### src/rtl/sps_pkg.sv
/*
 * Constants, carriers and state types of the socket power and
 * housekeeping block. Assumes one 200 MHz clock and an APB slave port.
 */
// Overview of operation
// - Decode sense pins into type and voltage
// - Power register write sends word to switch
// - Three switch outputs: clock, data, latch
// - Serial clock is bus clock over 16
// - Host reset powers sockets down unaided
// - Removal powers down only that socket
// - Shutdown bit low only after host reset
// - Supply and programming voltage field codes
// - Internal clock halts when run bit low
// - Card clock stops via run handshake or run bit low
// - Suspend overrides clock run control
// - Card reset during insertion/removal power cycle
// - Software card reset for CardBus only
// - ZV card insertion sets ZV enable
// - ZV mode floats high card address lines
// - No IDE, DMA, lock, multifunction, serial IRQ
// - Drive shared line high before releasing
// - Wait one clock before taking line
// - Asynchronous host reset clears all but run bit, clock gates, address drive and shutdown flag
// - All bus signals on rising clock edge
package sps_pkg;
    // ----------------------------------------
    // Register map (byte addresses)
    // ----------------------------------------
    localparam logic [7:0] ADR_PRESENT = 8'h00;  // Socket presence, read only
    localparam logic [7:0] ADR_POWER   = 8'h04;  // Socket power word
    localparam logic [7:0] ADR_CARD    = 8'h08;  // card_settings_reg
    localparam logic [7:0] ADR_BRIDGE  = 8'h0C;  // bridge_settings_reg
    // ----------------------------------------
    // Field positions
    // ----------------------------------------
    localparam int PR_PRES_LSB = 8;   // Present flags, A then B
    localparam int PR_CB_LSB   = 10;  // CardBus flags, A then B
    localparam int PW_BUSY_BIT = 8;   // Transfer in progress
    localparam int PW_PEND_BIT = 9;   // Transfer queued
    localparam int CS_RUN_BIT  = 0;   // Internal clock run
    localparam int CS_ZV_BIT   = 1;   // ZV mode enable
    localparam int CS_STOP_BIT = 2;   // Card clock stop request
    localparam int CS_W        = 3;
    localparam int BS_W        = 2;   // Card reset bits, A then B
    // ----------------------------------------
    // Reset values
    // ----------------------------------------
    localparam logic [7:0]      POWER_RST  = 8'h00;
    localparam logic [CS_W-1:0] CARD_RST   = 3'h1;
    localparam logic [BS_W-1:0] BRIDGE_RST = 2'h0;
    // ----------------------------------------
    // Serial link
    // ----------------------------------------
    localparam int         SER_DIV  = 16;      // Bus clocks per serial clock
    localparam int         WORD_W   = 9;       // Shutdown bit plus D7:D0
    localparam logic [8:0] WORD_OFF = 9'h000;  // Shutdown word
    // ----------------------------------------
    // Voltage codes
    // ----------------------------------------
    localparam logic [1:0] VCC_0V_HI = 2'h3;
    localparam logic [1:0] VCC_5V    = 2'h2;
    localparam logic [1:0] VCC_3V3   = 2'h1;
    localparam logic [1:0] VCC_0V    = 2'h0;
    localparam logic [1:0] VPP_HIZ   = 2'h3;
    localparam logic [1:0] VPP_12V   = 2'h2;
    localparam logic [1:0] VPP_VCC   = 2'h1;
    localparam logic [1:0] VPP_0V    = 2'h0;
    // ----------------------------------------
    // Types
    // ----------------------------------------
    typedef struct packed {
        logic [1:0] vcc_b;  // D7:D6
        logic [1:0] vpp_b;  // D5:D4
        logic [1:0] vpp_a;  // D3:D2
        logic [1:0] vcc_a;  // D1:D0
    } sps_pwr_s;
    typedef struct packed {
        logic       present;
        logic       cardbus;
        logic [1:0] vcc;
        logic [1:0] vpp;
    } sps_det_s;
    typedef enum logic [1:0] {SER_IDLE, SER_SHIFT, SER_LATCH} sps_ser_e;
    typedef enum logic [2:0] {
        CR_RUN, CR_PARK, CR_FLOAT, CR_STOP, CR_WAIT, CR_GAP
    } sps_run_e;
endpackage

### src/rtl/sps_top.sv
/*
 * Socket power and housekeeping block: APB registers, power switch
 * link, card reset, clock stop handshake and ZV address float.
 * Assumes one clock domain; all pins synchronous to clock.
 */
`timescale 1ns/100ps
`default_nettype none
module sps_top
    import sps_pkg::*;
(
    input  wire logic        clock,
    input  wire logic        rst,            // Host reset, async
    input  wire logic        ce,             // Clock enable
    input  wire logic        psel,
    input  wire logic        penable,
    input  wire logic        pwrite,
    input  wire logic [7:0]  paddr,
    input  wire logic [31:0] pwdata,
    output logic [31:0]      prdata,
    output logic             pready,
    output logic             pslverr,
    input  wire logic [1:0]  ccd_a_n,        // Socket A detect
    input  wire logic [1:0]  cvs_a,          // Socket A sense
    input  wire logic [1:0]  ccd_b_n,        // Socket B detect
    input  wire logic [1:0]  cvs_b,          // Socket B sense
    input  wire logic [1:0]  zv_det,         // ZV card flag, B:A
    input  wire logic        cclkrun_n_i,    // Clock run pin in
    output logic             cclkrun_n_o,    // Clock run pin out
    output logic             cclkrun_n_oe,   // Clock run pin drive
    output logic             card_clk_en,    // Card clock gate
    output logic             int_clk_en,     // Internal clock gate
    output logic [1:0]       card_rst_n,     // Card resets, B:A
    output logic             card_addr_hi_oe,// High address drive
    output logic             psw_clk,        // Switch serial clock
    output logic             psw_data,       // Switch serial data
    output logic             psw_latch       // Switch latch
);
    // No IDE, DMA, lock, multifunction or serial IRQ here
    // Everything samples on the rising edge of clock

    // ----------------------------------------
    // Declarations
    // ----------------------------------------
    sps_det_s        det_a, det_b;        // Decoded sockets
    logic [1:0]      det_pres;            // Present, B:A
    logic [1:0]      det_cb;              // CardBus, B:A
    sps_pwr_s        pwr_r, pwr_nxt;      // Power word register
    logic [CS_W-1:0] card_r, card_nxt;    // card_settings_reg
    logic [BS_W-1:0] brg_r, brg_nxt;      // bridge_settings_reg
    logic            power_switch_off_n_r, power_switch_off_n_nxt;    // Shutdown transfer owed
    logic            pend_r, pend_nxt;    // Power transfer owed
    logic [1:0]      pres_r, pres_nxt;    // Previous presence
    logic [1:0]      pcyc_r, pcyc_nxt;    // Power cycle running
    logic [1:0]      crst_nxt;            // Card reset next
    logic [31:0]     rd_nxt;              // Read data next
    logic            wr_en;               // Write access
    logic            rd_setup;            // Read setup cycle
    logic [1:0]      ins, rem;            // Insert, remove events
    logic            ser_start;           // Launch transfer
    logic            ser_busy, ser_done;
    logic [WORD_W-1:0] ser_word;          // Word to send
    sps_run_e        cr_r, cr_nxt;        // Clock run state
    logic            cclk_nxt;            // Card clock gate next

    // ----------------------------------------
    // Address decode helpers
    // ----------------------------------------
    function automatic logic mapped(input logic [7:0] a);
        mapped = (a == ADR_PRESENT) || (a == ADR_POWER) ||
                 (a == ADR_CARD) || (a == ADR_BRIDGE);
    endfunction

    // Read mux for one address
    function automatic logic [31:0] rd_mux(
        input logic [7:0] a, input sps_det_s da, input sps_det_s db,
        input sps_pwr_s p, input logic busy, input logic pend,
        input logic [CS_W-1:0] cs, input logic [BS_W-1:0] bs);
        logic [31:0] v;
        v = '0;
        unique case (a)
            ADR_PRESENT: begin  // Same layout as power word
                v[7:0] = {db.vcc, db.vpp, da.vpp, da.vcc};
                v[PR_PRES_LSB +: 2] = {db.present, da.present};
                v[PR_CB_LSB +: 2] = {db.cardbus, da.cardbus};
            end
            ADR_POWER: begin
                v[7:0] = p;
                v[PW_BUSY_BIT] = busy;
                v[PW_PEND_BIT] = pend;
            end
            ADR_CARD:   v[CS_W-1:0] = cs;
            ADR_BRIDGE: v[BS_W-1:0] = bs;
            default:    v = '0;  // Unmapped reads zero
        endcase
        rd_mux = v;
    endfunction

    // ----------------------------------------
    // Card detect decoders
    // ----------------------------------------
    sps_cdet u_det_a (
        .clock (clock),
        .rst   (rst),
        .ce    (ce),
        .ccd_n (ccd_a_n),
        .cvs   (cvs_a),
        .det   (det_a)
    );

    sps_cdet u_det_b (
        .clock (clock),
        .rst   (rst),
        .ce    (ce),
        .ccd_n (ccd_b_n),
        .cvs   (cvs_b),
        .det   (det_b)
    );

    assign det_pres = {det_b.present, det_a.present};
    assign det_cb = {det_b.cardbus, det_a.cardbus};

    // ----------------------------------------
    // Power switch serializer
    // ----------------------------------------
    sps_ser #(
        .W   (WORD_W),
        .DIV (SER_DIV)
    ) u_ser (
        .clock (clock),
        .rst   (rst),
        .ce    (ce),
        .start (ser_start),
        .word  (ser_word),
        .busy  (ser_busy),
        .done  (ser_done),
        .sclk  (psw_clk),
        .sdata (psw_data),
        .latch (psw_latch)
    );

    // ----------------------------------------
    // APB handshake
    // ----------------------------------------
    // Read data is caught in setup, so access ends at once
    assign pready = psel & penable;
    assign pslverr = psel & penable & ~mapped(paddr);
    assign wr_en = psel & penable & pwrite;
    assign rd_setup = psel & ~penable & ~pwrite;

    // Presence edges against the previous sample
    assign ins = det_pres & ~pres_r;
    assign rem = pres_r & ~det_pres;

    // Shutdown word first, then the programmed word
    assign ser_start = (power_switch_off_n_r | pend_r) & ~ser_busy;
    assign ser_word = power_switch_off_n_r ? WORD_OFF : {1'b1, pwr_r};

    // ----------------------------------------
    // Register group next values
    // ----------------------------------------
    always_comb begin
        pwr_nxt = pwr_r;
        card_nxt = card_r;
        brg_nxt = brg_r;
        power_switch_off_n_nxt = power_switch_off_n_r;
        pend_nxt = pend_r;
        pres_nxt = det_pres;
        pcyc_nxt = pcyc_r;
        rd_nxt = prdata;
        // Launch clears the owed flag of the word it sends
        if (ser_start) begin
            if (power_switch_off_n_r) begin
                power_switch_off_n_nxt = 1'b0;
            end else begin
                pend_nxt = 1'b0;
            end
        end
        // Software writes
        if (wr_en) begin
            unique case (paddr)
                ADR_POWER: begin
                    pwr_nxt = pwdata[7:0];
                    pend_nxt = 1'b1;
                end
                ADR_CARD:   card_nxt = pwdata[CS_W-1:0];
                ADR_BRIDGE: brg_nxt = pwdata[BS_W-1:0];
                default: ;  // Unmapped ignored
            endcase
        end
        // Removal overrides software for that socket only
        if (rem[0]) begin
            pwr_nxt.vcc_a = VCC_0V;
            pwr_nxt.vpp_a = VPP_0V;
            pend_nxt = 1'b1;
        end
        if (rem[1]) begin
            pwr_nxt.vcc_b = VCC_0V;
            pwr_nxt.vpp_b = VPP_0V;
            pend_nxt = 1'b1;
        end
        // ZV insertion sets mode, beating a clear
        if (|(ins & zv_det)) begin
            card_nxt[CS_ZV_BIT] = 1'b1;
        end
        // Power cycle spans until next latch
        if (ser_done) begin
            pcyc_nxt = 2'b00;
        end
        pcyc_nxt = pcyc_nxt | ins | rem;
        // Software reset honoured for CardBus only
        crst_nxt = ~(pcyc_nxt | (brg_nxt & det_cb));
        if (rd_setup) begin
            rd_nxt = rd_mux(paddr, det_a, det_b, pwr_r, ser_busy,
                            pend_r, card_r, brg_r);
        end
    end

    // ----------------------------------------
    // Register group flops
    // ----------------------------------------
    // Host reset clears all but run bit, clock gate and address drive, and owes a shutdown word
    always_ff @(posedge clock or posedge rst) begin
        if (rst) begin
            pwr_r <= POWER_RST;
            card_r <= CARD_RST;
            brg_r <= BRIDGE_RST;
            power_switch_off_n_r <= 1'b1;
            pend_r <= 1'b0;
            pres_r <= 2'b00;
            pcyc_r <= 2'b00;
            card_rst_n <= 2'b00;
            prdata <= '0;
            int_clk_en <= 1'b1;
            card_addr_hi_oe <= 1'b1;
        end else if (ce) begin
            pwr_r <= pwr_nxt;
            card_r <= card_nxt;
            brg_r <= brg_nxt;
            power_switch_off_n_r <= power_switch_off_n_nxt;
            pend_r <= pend_nxt;
            pres_r <= pres_nxt;
            pcyc_r <= pcyc_nxt;
            card_rst_n <= crst_nxt;
            prdata <= rd_nxt;
            int_clk_en <= card_nxt[CS_RUN_BIT];
            card_addr_hi_oe <= ~card_nxt[CS_ZV_BIT];
        end
    end

    // ----------------------------------------
    // Clock run handshake next state
    // ----------------------------------------
    // Line is owned low while running; a stop request parks it
    // high, floats it, then checks whether the card objects.
    always_comb begin
        cr_nxt = cr_r;
        unique case (cr_r)
            CR_RUN: begin
                if (card_r[CS_STOP_BIT]) begin
                    cr_nxt = CR_PARK;
                end
            end
            CR_PARK: cr_nxt = CR_FLOAT;
            CR_FLOAT: begin
                cr_nxt = cclkrun_n_i ? CR_STOP : CR_WAIT;
            end
            CR_STOP: begin
                if (!cclkrun_n_i) begin
                    cr_nxt = CR_WAIT;  // Card wants clock
                end else if (!card_r[CS_STOP_BIT]) begin
                    cr_nxt = CR_GAP;
                end
            end
            CR_WAIT: begin
                if (cclkrun_n_i) begin
                    cr_nxt = CR_GAP;  // Card released line
                end
            end
            CR_GAP: cr_nxt = CR_RUN;
        endcase
        // Suspend wins over the run handshake
        cclk_nxt = (cr_nxt != CR_STOP) & card_nxt[CS_RUN_BIT];
    end

    // ----------------------------------------
    // Clock run handshake flops
    // ----------------------------------------
    always_ff @(posedge clock or posedge rst) begin
        if (rst) begin
            cr_r <= CR_RUN;
            card_clk_en <= 1'b1;
        end else if (ce) begin
            cr_r <= cr_nxt;
            card_clk_en <= cclk_nxt;
        end
    end

    // Pin drive: low while running, high while parking
    assign cclkrun_n_o = (cr_r == CR_PARK);
    assign cclkrun_n_oe = (cr_r == CR_RUN) | (cr_r == CR_PARK);
endmodule
`default_nettype wire

### src/rtl/sps_cdet.sv
/*
 * Card type and voltage decoder for one socket.
 * Assumes sense pins synchronous to clock; open pins read high.
 */
`timescale 1ns/100ps
`default_nettype none
module sps_cdet
    import sps_pkg::*;
(
    input  wire logic       clock,
    input  wire logic       rst,
    input  wire logic       ce,
    input  wire logic [1:0] ccd_n,    // Card detect pins
    input  wire logic [1:0] cvs,      // Voltage sense pins
    output sps_det_s        det       // Registered result
);
    sps_det_s det_nxt;  // Decoded value

    // ----------------------------------------
    // Decode pins into type and supply
    // ----------------------------------------
    always_comb begin
        det_nxt = '0;
        det_nxt.vcc = VCC_0V;
        unique case (ccd_n)
            2'b00: begin  // 16-bit card
                det_nxt.present = 1'b1;
                unique case (cvs)
                    2'b11:   det_nxt.vcc = VCC_5V;
                    2'b01:   det_nxt.vcc = VCC_0V;  // Unsupported low volt
                    default: det_nxt.vcc = VCC_3V3;
                endcase
            end
            2'b01: begin  // CD2 tied to sense pin
                det_nxt.present = 1'b1;
                det_nxt.cardbus = 1'b1;
                det_nxt.vcc = (~cvs[0] | ~cvs[1]) ? VCC_3V3 : VCC_0V;
            end
            2'b10: begin  // CD1 tied to sense pin
                det_nxt.present = 1'b1;
                det_nxt.cardbus = 1'b1;
                det_nxt.vcc = cvs[1] ? VCC_3V3 : VCC_0V;
            end
            default: det_nxt.present = 1'b0;  // Empty socket
        endcase
        det_nxt.vpp = (det_nxt.vcc == VCC_0V) ? VPP_0V : VPP_VCC;
    end

    // ----------------------------------------
    // Result register
    // ----------------------------------------
    always_ff @(posedge clock or posedge rst) begin
        if (rst) begin
            det <= '0;
        end else if (ce) begin
            det <= det_nxt;
        end
    end
endmodule
`default_nettype wire

### src/rtl/sps_ser.sv
/*
 * Three-wire serializer toward the power switch.
 * Assumes start is only raised while busy is low.
 */
`timescale 1ns/100ps
`default_nettype none
module sps_ser
    import sps_pkg::*;
#(
    parameter int W   = WORD_W,   // Word width
    parameter int DIV = SER_DIV   // Clock divide ratio
)(
    input  wire logic         clock,
    input  wire logic         rst,
    input  wire logic         ce,
    input  wire logic         start,  // Load word and send
    input  wire logic [W-1:0] word,   // Word, MSB first
    output logic              busy,   // Transfer under way
    output logic              done,   // Latch finished pulse
    output logic              sclk,   // Serial clock
    output logic              sdata,  // Serial data
    output logic              latch   // Latch strobe
);
    localparam int DW = $clog2(DIV);
    localparam int BW = $clog2(W);
    sps_ser_e       st_r, st_nxt;     // Sequencer state
    logic [DW-1:0]  div_r, div_nxt;   // Divider count
    logic [BW-1:0]  bit_r, bit_nxt;   // Bits sent
    logic [W-1:0]   sh_r, sh_nxt;     // Shift register
    logic           sclk_nxt, sdata_nxt, latch_nxt, done_nxt;
    logic           wrap;             // End of serial period

    assign wrap = (div_r == DW'(DIV - 1));
    assign busy = (st_r != SER_IDLE);

    // ----------------------------------------
    // Sequencer next state
    // ----------------------------------------
    always_comb begin
        st_nxt = st_r;
        div_nxt = div_r + 1'b1;
        bit_nxt = bit_r;
        sh_nxt = sh_r;
        done_nxt = 1'b0;
        unique case (st_r)
            SER_IDLE: begin
                div_nxt = '0;
                if (start) begin
                    sh_nxt = word;
                    bit_nxt = '0;
                    st_nxt = SER_SHIFT;
                end
            end
            SER_SHIFT: begin
                if (wrap) begin  // Data moves while clock low
                    if (bit_r == BW'(W - 1)) begin
                        st_nxt = SER_LATCH;
                    end else begin
                        bit_nxt = bit_r + 1'b1;
                        sh_nxt = {sh_r[W-2:0], 1'b0};
                    end
                end
            end
            SER_LATCH: begin
                if (wrap) begin
                    st_nxt = SER_IDLE;
                    done_nxt = 1'b1;
                end
            end
        endcase
        sclk_nxt = (st_nxt == SER_SHIFT) && div_nxt[DW-1];
        sdata_nxt = (st_nxt == SER_SHIFT) && sh_nxt[W-1];
        latch_nxt = (st_nxt == SER_LATCH);
    end

    // ----------------------------------------
    // Sequencer registers
    // ----------------------------------------
    always_ff @(posedge clock or posedge rst) begin
        if (rst) begin
            st_r <= SER_IDLE;
            div_r <= '0;
            bit_r <= '0;
            sh_r <= '0;
            sclk <= 1'b0;
            sdata <= 1'b0;
            latch <= 1'b0;
            done <= 1'b0;
        end else if (ce) begin
            st_r <= st_nxt;
            div_r <= div_nxt;
            bit_r <= bit_nxt;
            sh_r <= sh_nxt;
            sclk <= sclk_nxt;
            sdata <= sdata_nxt;
            latch <= latch_nxt;
            done <= done_nxt;
        end
    end
endmodule
`default_nettype wire

### config.mk
export PLATFORM = sky130hd
export DESIGN_NAME = sps_top
export DESIGN_NICKNAME = d
export VERILOG_FILES = /design/src/rtl/sps_pkg.sv /design/src/rtl/sps_top.sv /design/src/rtl/sps_cdet.sv /design/src/rtl/sps_ser.sv
export SDC_FILE = /design/constraint.sdc
export NUM_CORES = 1
export LEC_CHECK = 0
export ABC_CLOCK_PERIOD_IN_PS = 2400
export BUFFER_PORTS_ARGS = -buffer_cell sky130_fd_sc_hd__buf_2
export CAP_MARGIN = 20
export CORE_MARGIN = 2
export CORE_UTILIZATION = 50
export CTS_CLUSTER_DIAMETER = 40
export DETAILED_ROUTE_END_ITERATION = 10
export PLACE_DENSITY = 0.77
export SLEW_MARGIN = 25
export SYNTH_ARGS = -nofsm -noshare
export SYNTH_HDL_FRONTEND = slang
export SYNTH_SLANG_ARGS = --single-unit
### constraint.sdc
create_clock -name clock -period 2.4 [get_ports clock]
set_input_delay 0.24 -clock clock [delete_from_list [all_inputs] [get_ports clock]]
set_output_delay 0.24 -clock clock [all_outputs]
set_load 0.005 [all_outputs]
==> flow_summary.json <==
{
  "clock.fmax_mhz": 499,
  "reg2reg_depth": 6,
  "grt_pass1_vias": 3160,
  "ant_nets": 0,
  "io_buffers": 56,
  "critPathRequiredTime_ps": 2660,
  "synth_flop_cell": "dfrtp_1",
  "placed_cells": 541,
  "tns_ps": 0,
  "clkTransAtPathRegs_ps": 70,
  "ys_seq_area_share_pct": 44.3,
  "cpLargestDelayFamily": "compound AO/OA/AOI/OAI gates",
  "setup-violations-final": 0,
  "pwr-share-comb_pct": 18.4,
  "r2r_start": "u_ser.st_r[0]$_DFFE_PP0P_",
  "power_mw": 3.21,
  "synth.distinct_cells": 64,
  "cp_data_arrival_time_ps": 2260,
  "async_reset_ff_share_pct": 100,
  "avgRoutedWirePerCell_um": 16.1,
  "drt_iter0_drc": 199,
  "p_sw_mw": 0.934,
  "drc": 0,
  "clkSinkCount": 71,
  "hold_class": "primary input to flop",
  "die_y_um": 93.7,
  "pwr-share-clk_pct": 33.0,
  "worstPathMaxFanout": 9,
  "seqCellArea_um2": 1780,
  "final_hold_viol_count": 0,
  "dpl-instance-area_um2": 4320,
  "overflow": 0,
  "synth_top_area_share_pct": 41.7,
  "yosysMostFrequentCell": "dfrtp_1",
  "synth_area_um2": 4020,
  "track_usage_pct": 22.1,
  "yosysTopAreaCell": "dfrtp_1",
  "htree_levels": 3,
  "synth_seq_cells": 71,
  "cpPeakStageDelay_ps": 520,
  "hold_end": "pwr_r[6]$_DFFE_PP0P_",
  "hpwlAfterDp_mm": 6.31,
  "drive_above_1_share_pct": 23.9,
  "cp_num_buf_inv": 1,
  "critPathCaptureType": "flop",
  "r2r_setup_slack_ps": 400,
  "seq_power_share_pct": 48.6,
  "antenna_found_initial": 0,
  "antenna_cells": 0,
  "cp-start-kind": "flop",
  "crit_start": "u_ser.st_r[0]$_DFFE_PP0P_",
  "viasPerCell": 5.66,
  "fin_cells": 558,
  "initial_core_util_pct": 51.7,
  "ir_drop_mv": 0.318,
  "slew_violations": 0,
  "core.rowCount": 32,
  "firstDrtPassIters": 4,
  "num-fill-cells": 675,
  "path_cells": "inv_1 > ha_1 > o21a_1 > o21ai_1 > or4_1 > a21boi_0",
  "numCtsBuffers": 9,
  "cts_tree": "yes",
  "maxCapViolCount": 0,
  "hold_start": "pwdata[6]",
  "p_leak_nw": 2.17,
  "finalWirelength_mm": 8.97,
  "synth-edff-count": 0,
  "final_area_um2": 4540,
  "place.gp.congestion": 0.823,
  "powerDensity_nw_per_um2": 707,
  "power.internal_mw": 2.28,
  "multiInputGateArea_um2": 1940,
  "die_area_um2": 8770,
  "reg2reg_to": "u_ser.bit_r[3]$_DFFE_PP0P_",
  "synthTopCellsByCount": "dfrtp_1 (67), nand2_1 (33), inv_1 (27)",
  "insertion_delay_ps": 350,
  "holdPathStages": 3,
  "ys_warn_count": 0,
  "nNetsFinal": 524,
  "cts_buffer_depth": 2,
  "synthToLayoutAreaGrowth_pct": 13.0,
  "crit_type": "flop to flop",
  "switching_share_pct": 29.1,
  "crit_slowest_cell": "or4_1",
  "design.core.area_um2": 7770,
  "syn_area_per_cell_um2": 10.2,
  "synth.area.top_cells": "dfrtp_1 (42%), ha_1 (5.0%), buf_4 (3.7%)",
  "grt_pass1_wl_mm": 15.1,
  "die_w_um": 93.7,
  "grt_max_degree": 72,
  "fin_crit_ps": 2000,
  "io_pins": 101,
  "whs_ps": 177,
  "fin_crit_sh_pct": 83.4,
  "cts_root_buf": "clkbuf_8",
  "rsz0062_at_grt": "no",
  "vias": 3159,
  "fin_skew_ps": 6.66,
  "status": "complete, no violations",
  "syn_inst": 395
}
-- worst reg2reg max path, stage by stage, from the launching register on --
cell and delay (ps):
dfrtp_1 390, inv_1 120, ha_1 340, o21a_1 230, o21ai_1 130, or4_1 530, a21boi_0 180
-- stage by stage --
| step | worst slack [ps] | util (%) |
|---|---|---|
| 5_1_grt | 184 | 58.5 |
| 6_report | 398 | 58.5 |
| 2_1_floorplan | 370 | - |
| 3_5_place_dp | 340 | 55.6 |
| 4_1_cts | 377 | 58.5 |
| 3_3_place_gp | 355 | 55.6 |
-- sequential cells by signal (all words and copies together), names as in the netlist, 2 cells and up --
name / count
pcyc_r: 2
u_ser.st_r: 2
u_ser.bit_r: 4
pwr_r: 8
u_det_a.det: 5
u_ser.sh_r: 9
u_det_b.det: 5
card_r: 3
card_rst_n: 2
u_ser.div_r: 4
cr_r: 3
pres_r: 2
brg_r: 2
prdata: 12
-- power by group through the flow --
stage                     Combinational (mW)  Sequential [mW]  Clock, mW
after CTS                              0.594             1.56       1.07
after global routing                   0.676             1.60       1.12
final                                  0.591             1.56       1.06
after floorplan                        0.486             1.51          0
after global placement                 0.562             1.57          0
after detailed placement               0.590             1.58          0
-- layer usage --
metal  vias to the layer above  share of wire [%]  wire (µm)  global-route usage [%]
met5                         -                  0          0                       0
met4                         0                2.1        191                    10.3
met3                        16                4.2        378                    3.85
met2                        93                 48       4290                    35.7
met1                      1543                 46       4120                    29.1
li1                       1507                  -          -                       -
-- cell usage in the layout (no fill, tap or decap), types with 5 or more instances in the layout --
cell type and n:
clkbuf_8 10, nor2_1 9, nand2b_1 7, o21a_1 7, dfrtp_1 67, o2bb2ai_1 5, nand3_1 16, a22o_1 11
a221o_1 6, mux2_2 12, nor3_1 6, o21ai_0 19, nand2_1 33, a21oi_1 12, buf_2 56, mux2i_1 5
nand4_1 7, buf_4 8, nor2b_1 6, conb_1 20, ha_1 16, a22oi_1 7, inv_1 26, a31oi_1 10
-- cell families (layout without fill, tap and decap cells) --
| group | Yosys count | in the layout | share of synthesized area, % |
|---|---|---|---|
| AND/OR/NAND/NOR | 109 | 109 | 15.7 |
| XOR/XNOR | 2 | 2 | 0.436 |
| AO/OA/AOI/OAI | 110 | 110 | 19.7 |
| adder cells (fa/ha/maj) | 16 | 16 | 4.98 |
| buffers and inverters | 67 | 109 | 9.06 |
| multiplexers | 19 | 19 | 5.73 |
| other | 1 | 20 | 0.0933 |
| flip-flops | 71 | 71 | 44.3 |
-- how the worst max path moves through the flow --
stage               cells past startpoint  slack (ps)                    endpoint
floorplan                               1         370        brg_r[0]$_DFFE_PP0P_
global placement                        5         360        brg_r[0]$_DFFE_PP0P_
detailed placement                      5         340        brg_r[0]$_DFFE_PP0P_
CTS                                     6         380  u_ser.bit_r[3]$_DFFE_PP0P_
global route                            6         180  u_ser.bit_r[3]$_DFFE_PP0P_
finish                                  6         400  u_ser.bit_r[3]$_DFFE_PP0P_
-- cell type report --
| class | count | share of cell area (%) |
|---|---|---|
| clock buffers | 12 | 3.20 |
| clock inverters | 4 | 1.54 |
| inverters | 27 | 2.23 |
| multi-input cells | 276 | 42.8 |
| flip-flops and latches | 71 | 39.2 |
| well taps | 102 | 2.81 |
| repair buffers | 66 | 8.16 |
-- timing repair --
| action | in CTS | in global routing |
|---|---|---|
| endpoints found under the hold margin | 67 | 0 |
| hold buffers | 1 | 0 |
| setup endpoints to repair | 0 | 0 |
| buffers inserted | 0 | 0 |
| gates resized for setup | 0 | 0 |
Note: power is estimated with default switching activity, not from simulation.
